--- config.mk ---
export PLATFORM = sky130hd
export DESIGN_NAME = questionable_status_reporting
export DESIGN_NICKNAME = d
export VERILOG_FILES = /design/src/rtl/ques_pkg.sv /design/src/rtl/questionable_status_reporting.sv
export SDC_FILE = /design/constraint.sdc
export NUM_CORES = 1
export LEC_CHECK = 0
export BUFFER_PORTS_ARGS = -buffer_cell sky130_fd_sc_hd__buf_2
export CAP_MARGIN = 10
export CORE_ASPECT_RATIO = 1.5
export CORE_MARGIN = 10
export CORE_UTILIZATION = 35
export CTS_BUF_LIST = sky130_fd_sc_hd__clkbuf_4 sky130_fd_sc_hd__clkbuf_8 sky130_fd_sc_hd__clkbuf_16
export CTS_CLUSTER_SIZE = 16
export DETAILED_ROUTE_END_ITERATION = 8
export PLACE_DENSITY = 0.59
export RECOVER_POWER = 50
export SYNTH_ARGS = -nofsm -noshare
export SYNTH_HDL_FRONTEND = slang
export SYNTH_SLANG_ARGS = --single-unit
--- constraint.sdc ---
create_clock -name CLK_SYS -period 3.3 [get_ports CLK_SYS]
set_input_delay 0.495 -clock CLK_SYS [delete_from_list [all_inputs] [get_ports CLK_SYS]]
set_output_delay 0.495 -clock CLK_SYS [all_outputs]
set_load 0.02 [all_outputs]
--- src/rtl/ques_pkg.sv ---
package ques_pkg;

    localparam int NUM_CH      = 4;
    localparam int NUM_UNITS   = 6;
    localparam int UNIT_TOP    = 0;
    localparam int UNIT_GATHER = 1;
    localparam int UNIT_CH0    = 2;

    // Bit positions shared by the top level and every channel register.
    localparam int BIT_HIGH_VOLT  = 0;
    localparam int BIT_EXCESS_CUR = 1;
    localparam int BIT_MAINS_LOSS = 2;
    localparam int BIT_OVERHEAT   = 4;
    localparam int BIT_LINK_MON   = 8;
    localparam int BIT_SYNC_TRIP  = 11;
    localparam int BIT_SUMMARY    = 13;
    localparam int BIT_UNUSED_TOP = 15;

    localparam logic [15:0] MASK_MULTI  = 16'h2917;
    localparam logic [15:0] MASK_SINGLE = 16'h0017;
    localparam logic [15:0] MASK_GATHER = 16'h000f;

    localparam logic [15:0] RST_ENABLE    = 16'h0000;
    localparam logic [15:0] RST_CH_ENABLE = 16'h7fff;
    localparam logic [15:0] RST_RISE      = 16'h7fff;
    localparam logic [15:0] RST_FALL      = 16'h0000;
    localparam logic [15:0] RST_EVENT     = 16'h0000;
    localparam logic [15:0] RST_LIVE_STATE_QUERY      = 16'h0000;

    typedef enum logic [3:0] {
        OP_READ_EVENT,
        OP_READ_LIVE_STATE_QUERY,
        OP_WRITE_ENABLE,
        OP_READ_ENABLE,
        OP_WRITE_FALL,
        OP_READ_FALL,
        OP_WRITE_RISE,
        OP_READ_RISE,
        OP_PRESET,
        OP_CLEAR
    } op_e;

    typedef struct packed {
        op_e         op;
        logic [2:0]  target;
        logic [15:0] data;
    } cmd_s;

    typedef struct packed {
        logic        err;
        logic [15:0] data;
    } rsp_s;

    typedef struct packed {
        logic high_voltage_trip;
        logic excess_current_trip;
        logic mains_loss_flag;
        logic overheat_flag;
        logic link_monitor_trip;
        logic channel_sync_trip;
    } flag_s;

endpackage

--- src/rtl/questionable_status_reporting.sv ---
`timescale 1ns/10ps
`default_nettype none
// What this block does
// Top register 16 bits, bit 15 reads zero.
// Bit 0 reports overvoltage protection trip.
// Bit 1 reports overcurrent protection trip.
// Bit 2 reports mains fault or interruption.
// Bit 4 reports overheat protection trip.
// Bit 8 watchdog trip, multi-channel only.
// Bit 11 synchronized shutdown, multi-channel only.
// Bit 13 carries instrument subregister summary.
// Event read returns value then clears.
// Condition read returns live bits, no clear.
// Top enable mask read/write, full 16 bits.
// Top falling filter selects one-to-zero latching.
// Top rising filter selects zero-to-one latching.
// Instrument subregister bits 0-3 channels, rest zero.
// Channel bit mirrors that channel's summary.
// Instrument event read clears, condition read not.
// Instrument has own enable and both filters.
// Each channel register feeds its instrument bit.
// Host selects channel by number in path.
// Channel registers share the top bit layout.
// Preset restores enable and filter defaults.
// Enabled transitions latch event until read/clear.
// Summary is OR of event AND enable.
module questionable_status_reporting (
    input  wire logic                      CLK_SYS,
    input  wire logic                      RST,
    input  wire logic                      MULTI_MODEL,
    input  wire ques_pkg::flag_s           TOP_FLAGS,
    input  wire ques_pkg::flag_s [3:0]     CH_FLAGS,
    input  wire logic                      CMD_VALID,
    input  wire ques_pkg::cmd_s            CMD,
    output logic                           RSP_VALID,
    output ques_pkg::rsp_s                 RSP,
    output logic                           QUES_SUMMARY
);

    localparam int NU = ques_pkg::NUM_UNITS;

    logic [15:0] live_state_query_now  [NU];
    logic [15:0] live_state_query_q    [NU];
    logic [15:0] event_q   [NU];
    logic [15:0] enable_q  [NU];
    logic [15:0] rise_q    [NU];
    logic [15:0] fall_q    [NU];
    logic [15:0] rise_hit  [NU];
    logic [15:0] fall_hit  [NU];
    logic [NU-1:0] sum_q;
    logic [NU-1:0] hit;
    logic [NU-1:0] ev_clr;
    logic          target_ok;
    logic          is_global;
    logic [15:0]   top_mask;
    logic          rsp_valid_q;
    ques_pkg::rsp_s rsp_q;

    function automatic logic [15:0] pack_flags(input ques_pkg::flag_s f,
                                               input logic summary,
                                               input logic [15:0] mask);
        logic [15:0] v;
        v = 16'h0000;
        v[ques_pkg::BIT_HIGH_VOLT]  = f.high_voltage_trip;
        v[ques_pkg::BIT_EXCESS_CUR] = f.excess_current_trip;
        v[ques_pkg::BIT_MAINS_LOSS] = f.mains_loss_flag;
        v[ques_pkg::BIT_OVERHEAT]   = f.overheat_flag;
        v[ques_pkg::BIT_LINK_MON]   = f.link_monitor_trip;
        v[ques_pkg::BIT_SYNC_TRIP]  = f.channel_sync_trip;
        v[ques_pkg::BIT_SUMMARY]    = summary;
        return v & mask;
    endfunction

    // Single-output parts have no watchdog, sync or summary bits at all.
    assign top_mask = MULTI_MODEL ? ques_pkg::MASK_MULTI
                                  : ques_pkg::MASK_SINGLE;

    // Live condition of every unit; unassigned bits are masked to zero.
    always_comb begin
        live_state_query_now[ques_pkg::UNIT_TOP] =
            pack_flags(TOP_FLAGS, sum_q[ques_pkg::UNIT_GATHER],
                       top_mask);
        live_state_query_now[ques_pkg::UNIT_GATHER] =
            {12'h000, sum_q[NU-1:ques_pkg::UNIT_CH0]}
            & (MULTI_MODEL ? ques_pkg::MASK_GATHER
                           : 16'h0000);
        for (int i = 0; i < ques_pkg::NUM_CH; i++) begin
            // A channel register has nothing beneath it, so its summary
            // position stays low.
            live_state_query_now[ques_pkg::UNIT_CH0 + i] =
                pack_flags(CH_FLAGS[i], 1'b0,
                           MULTI_MODEL ? ques_pkg::MASK_MULTI
                                       : 16'h0000);
        end
    end

    // Command decode: global commands ignore the target field.
    assign is_global = (CMD.op == ques_pkg::OP_PRESET)
                     || (CMD.op == ques_pkg::OP_CLEAR);
    assign target_ok = (CMD.target < 3'(NU))
                     && ((CMD.target == 3'(ques_pkg::UNIT_TOP))
                         || MULTI_MODEL);

    always_comb begin
        for (int u = 0; u < NU; u++) begin
            hit[u] = CMD_VALID && !is_global && target_ok
                     && (CMD.target == 3'(u));
            ev_clr[u] = (hit[u] && (CMD.op == ques_pkg::OP_READ_EVENT))
                      || (CMD_VALID && (CMD.op == ques_pkg::OP_CLEAR));
            rise_hit[u] = live_state_query_now[u] & ~live_state_query_q[u] & rise_q[u];
            fall_hit[u] = ~live_state_query_now[u] & live_state_query_q[u] & fall_q[u];
        end
    end

    // Previous condition, the reference for edge detection. Clearing it
    // at reset means a fault already present at start-up counts as a rise.
    always_ff @(posedge CLK_SYS) begin
        for (int u = 0; u < NU; u++) begin
            if (RST) begin
                live_state_query_q[u] <= ques_pkg::RST_LIVE_STATE_QUERY;
            end else begin
                live_state_query_q[u] <= live_state_query_now[u];
            end
        end
    end

    // Event latches; a new edge in the clearing cycle survives the clear.
    always_ff @(posedge CLK_SYS) begin
        for (int u = 0; u < NU; u++) begin
            if (RST) begin
                event_q[u] <= ques_pkg::RST_EVENT;
            end else begin
                event_q[u] <= (ev_clr[u] ? 16'h0000 : event_q[u])
                              | rise_hit[u] | fall_hit[u];
            end
        end
    end

    // Enable masks and transition filters.
    always_ff @(posedge CLK_SYS) begin
        for (int u = 0; u < NU; u++) begin
            if (RST || (CMD_VALID && (CMD.op == ques_pkg::OP_PRESET))) begin
                enable_q[u] <= (u >= ques_pkg::UNIT_CH0)
                               ? ques_pkg::RST_CH_ENABLE
                               : ques_pkg::RST_ENABLE;
                rise_q[u]   <= ques_pkg::RST_RISE;
                fall_q[u]   <= ques_pkg::RST_FALL;
            end else if (hit[u]) begin
                case (CMD.op)
                    ques_pkg::OP_WRITE_ENABLE: begin
                        enable_q[u] <= CMD.data;
                    end
                    ques_pkg::OP_WRITE_FALL: begin
                        fall_q[u] <= CMD.data;
                    end
                    ques_pkg::OP_WRITE_RISE: begin
                        rise_q[u] <= CMD.data;
                    end
                    default: begin
                    end
                endcase
            end
        end
    end

    // Summaries, one cycle behind the event and mask they are built from.
    always_ff @(posedge CLK_SYS) begin
        for (int u = 0; u < NU; u++) begin
            if (RST) begin
                sum_q[u] <= 1'b0;
            end else begin
                sum_q[u] <= |(event_q[u] & enable_q[u]);
            end
        end
    end

    // Answer one cycle after each command; event reads return the value
    // held before the clear of the same cycle.
    always_ff @(posedge CLK_SYS) begin
        if (RST) begin
            rsp_valid_q <= 1'b0;
            rsp_q       <= '0;
        end else begin
            rsp_valid_q <= CMD_VALID;
            rsp_q.err   <= CMD_VALID && !is_global && !target_ok;
            rsp_q.data  <= 16'h0000;
            if (CMD_VALID && !is_global && target_ok) begin
                case (CMD.op)
                    ques_pkg::OP_READ_EVENT: begin
                        rsp_q.data <= event_q[CMD.target];
                    end
                    ques_pkg::OP_READ_LIVE_STATE_QUERY: begin
                        rsp_q.data <= live_state_query_now[CMD.target];
                    end
                    ques_pkg::OP_READ_ENABLE: begin
                        rsp_q.data <= enable_q[CMD.target];
                    end
                    ques_pkg::OP_READ_FALL: begin
                        rsp_q.data <= fall_q[CMD.target];
                    end
                    ques_pkg::OP_READ_RISE: begin
                        rsp_q.data <= rise_q[CMD.target];
                    end
                    default: begin
                        rsp_q.data <= 16'h0000;
                    end
                endcase
            end
        end
    end

    assign RSP_VALID    = rsp_valid_q;
    assign RSP          = rsp_q;
    assign QUES_SUMMARY = sum_q[ques_pkg::UNIT_TOP];
endmodule // questionable_status_reporting
`default_nettype wire

==> flow_metrics.env <==
export IMPL_syn_nets=1425
export IMPL_first_iter_violations=875
export IMPL_internal_power_mw=8.63
export IMPL_yosysWarnings=0
export IMPL_cts_buffers=41
export IMPL_ir_drop_mv=0.363
export IMPL_antenna_found_initial=2
export IMPL_clockBufferDepth=3
export IMPL_fin_nets=1496
export IMPL_max_freq_ghz=0.362
export IMPL_grt_max_degree=66
export IMPL_synth_area_leaders="edfxtp_1 49%, dfxtp_1 11%, mux4_2 6.4%"
export IMPL_placed_cell_area_mm2=0.0188
export IMPL_period_share=0.837
export IMPL_row_count=100
export IMPL_avgSynthCellArea_um2=12.9
export IMPL_pwr_share_clk=0.423
export IMPL_violations="capacitance limit, slew limit"
export IMPL_h_tree_depth=2
export IMPL_synthFlopType="edfxtp_1"
export IMPL_period_minus_slack_ns=2.76
export IMPL_clkLatencyLatePin_ns=0.55
export IMPL_place_congestion=0.928
export IMPL_slew_viol_final=27
export IMPL_cap_violations=1
export IMPL_nFillCells=4807
export IMPL_yosysSeqAreaShare=0.597
export IMPL_n_antenna_cell=0
export IMPL_firstDrtPassIters=5
export IMPL_arrival_ns=3.10
export IMPL_pin_count=76
export IMPL_p_leak_nw=6.76
export IMPL_synth_edf_count=288
export IMPL_grt_pass1_wl_um=80700
export IMPL_max_slew_margin=-0.00932
export IMPL_drive_gt1_frac=0.175
export IMPL_multi_input_area_mm2=0.00649
export IMPL_synth_cell_types=69
export IMPL_status="finished, violations left"
export IMPL_startpoint_type="input pin"
export IMPL_cts_resized=0
export IMPL_synth_commonest_cells="288 x edfxtp_1, 136 x or3_1, 133 x and2_1"
export IMPL_dp_hpwl_um=37800
export IMPL_viasPerCell=5.60
export IMPL_crit_path_end_kind="flop"
export IMPL_ys_seq_elements=382
export IMPL_fin_skew_ns=0.0149
export IMPL_final_area_mm2=0.0201
export IMPL_r2r_cells=4
export IMPL_worstHoldPathType="in -> reg"
export IMPL_worstPathRequired_ns=3.64
export IMPL_synth_most_common_cell="edfxtp_1"
export IMPL_yosys_area_top_type="edfxtp_1"
export IMPL_netlist_area_mm2=0.0176
export IMPL_criticalPathCategory="in -> reg"
export IMPL_finalSetupTns_ns=0
export IMPL_die_w_um=203
export IMPL_rsz0062_at_grt="false"
export IMPL_dieHeight_um=295
export IMPL_routed_wl_um=54400
export IMPL_coreArea_mm2=0.0498
export IMPL_cts_root_buf="clkbuf_16"
export IMPL_grt_pass1_vias=12300
export IMPL_power_frac_seq=0.497
export IMPL_grt_ovfl_total=0
export IMPL_clock_sinks=382
export IMPL_hold_depth=2
export IMPL_powerDensity_mw_per_mm2=559
export IMPL_cts_hold_buf=0
export IMPL_regArea_mm2=0.0105
export IMPL_setup_violations=0
export IMPL_power_switching_mw=2.60
export IMPL_cts_tree="built"
export IMPL_routedWlPerCell_um=25.5
export IMPL_start_util=0.354
export IMPL_syn_to_final_growth_pct=14.1
export IMPL_postCtsSetupRepairBufs=0
export IMPL_ys_async_sr_fraction=0
export IMPL_synth_top_area_frac=0.491
export IMPL_ant_nets=0
export IMPL_clkSlewWorstSetupHoldPaths_ns=0.06
export IMPL_tightest_slew_ns=1.51
export IMPL_port_buffers=75
export IMPL_combPwrFrac=0.080
export IMPL_dieArea_mm2=0.0599
export IMPL_worstPathMaxFanout=26
export IMPL_remaining_drc_errors=0
export IMPL_vias=12000
export IMPL_hold_viol_final=0
export IMPL_synthCells=1368
export IMPL_swShare=0.232
export IMPL_grt_total_usage=0.179
worst max-delay path, stage by stage:
cell       delay (ns)
clkbuf_1         1.07
nor2_1           0.29
o2111ai_1        0.20
clkbuf_1         0.78
a211oi_1         0.25
layout make-up:
cell class / count / share of cell area
clock buffers: 59 / 0.0604
repair buffers: 147 / 0.0421
clock inverters: 17 / 0.00890
well taps: 663 / 0.0413
multi-input cells: 863 / 0.323
flip-flops and latches: 382 / 0.524
inverters: 4 / 0.000747
sequential cells by signal (all words and copies together) (netlist names):
register / count
event_q: 35
RSP_VALID: 1
RSP: 17
sum_q: 6
fall_q: 96
live_state_query_q: 35
rise_q: 96
enable_q: 96
through the flow:
stage	util	setup slack [ns]	hold slack [ns]	power, mW	std cells
after floorplan	-	0.260	0.444	6.17	1368
after global placement	0.378	0.579	0.478	6.58	2059
after detailed placement	0.378	0.522	0.482	6.60	2059
after CTS	0.406	0.995	0.152	11.3	2135
after global routing	0.404	0.509	0.178	11.6	2135
final	0.404	0.536	0.174	11.2	2135
cell usage in the layout, fill, tap and decap left out, types with 5 or more instances in the layout:
cell / n
a21oi_1: 29
a221o_1: 9
a22oi_1: 21
a31oi_1: 49
and2_0: 5
and2_1: 128
and3_1: 17
buf_2: 53
buf_4: 45
clkbuf_1: 42
clkbuf_16: 43
clkbuf_4: 13
clkinv_1: 9
dfxtp_1: 94
edfxtp_1: 288
mux2i_1: 64
mux4_2: 50
nand2_1: 67
nand3_1: 8
nor2_1: 26
nor2_4: 5
nor2b_1: 11
nor3_1: 20
nor3b_1: 30
o21ai_0: 49
o221ai_1: 8
o22ai_1: 13
o2bb2ai_1: 29
or2_1: 10
or2_2: 8
or3_1: 137
worst paths after layout:
path | start | slack, ns | to
min reg2reg | event_q[5][4] | 0.49 | event_q[5][4]
max reg2reg | enable_q[0][13] | 1.07 | RSP[13]
min | CH_FLAGS[6] | 0.17 | live_state_query_q[3][11]
max | RST | 0.54 | RSP[3]
power groups by stage:
stage | clock (mW) | combinational, mW | sequential, mW
after floorplan | 0 | 0.555 | 5.61
after global placement | 0 | 0.909 | 5.67
after detailed placement | 0 | 0.920 | 5.68
after CTS | 4.82 | 0.923 | 5.58
after global routing | 5.01 | 0.959 | 5.60
final | 4.75 | 0.902 | 5.58
per-layer routing:
| metal | share of wire | GRT usage | vias up |
|---|---|---|---|
| met5 | 0.00042 | 0 | - |
| met4 | 0.045 | 0.0773 | 4 |
| met1 | 0.38 | 0.208 | 6028 |
| met2 | 0.52 | 0.322 | 431 |
| li1 | - | - | 5378 |
| met3 | 0.050 | 0.0227 | 118 |
logic make-up (layout without fill, tap and decap cells):
| kind of cell | count (synthesis) | count (layout) | share of synthesized area |
|---|---|---|---|
| flip-flops | 382 | 382 | 0.597 |
| AND/OR/NAND/NOR | 509 | 509 | 0.174 |
| AO/OA/AOI/OAI | 237 | 237 | 0.0917 |
| buffers and inverters | 123 | 227 | 0.0346 |
| multiplexers | 117 | 117 | 0.102 |
Note: power is estimated with default switching activity, not from simulation.
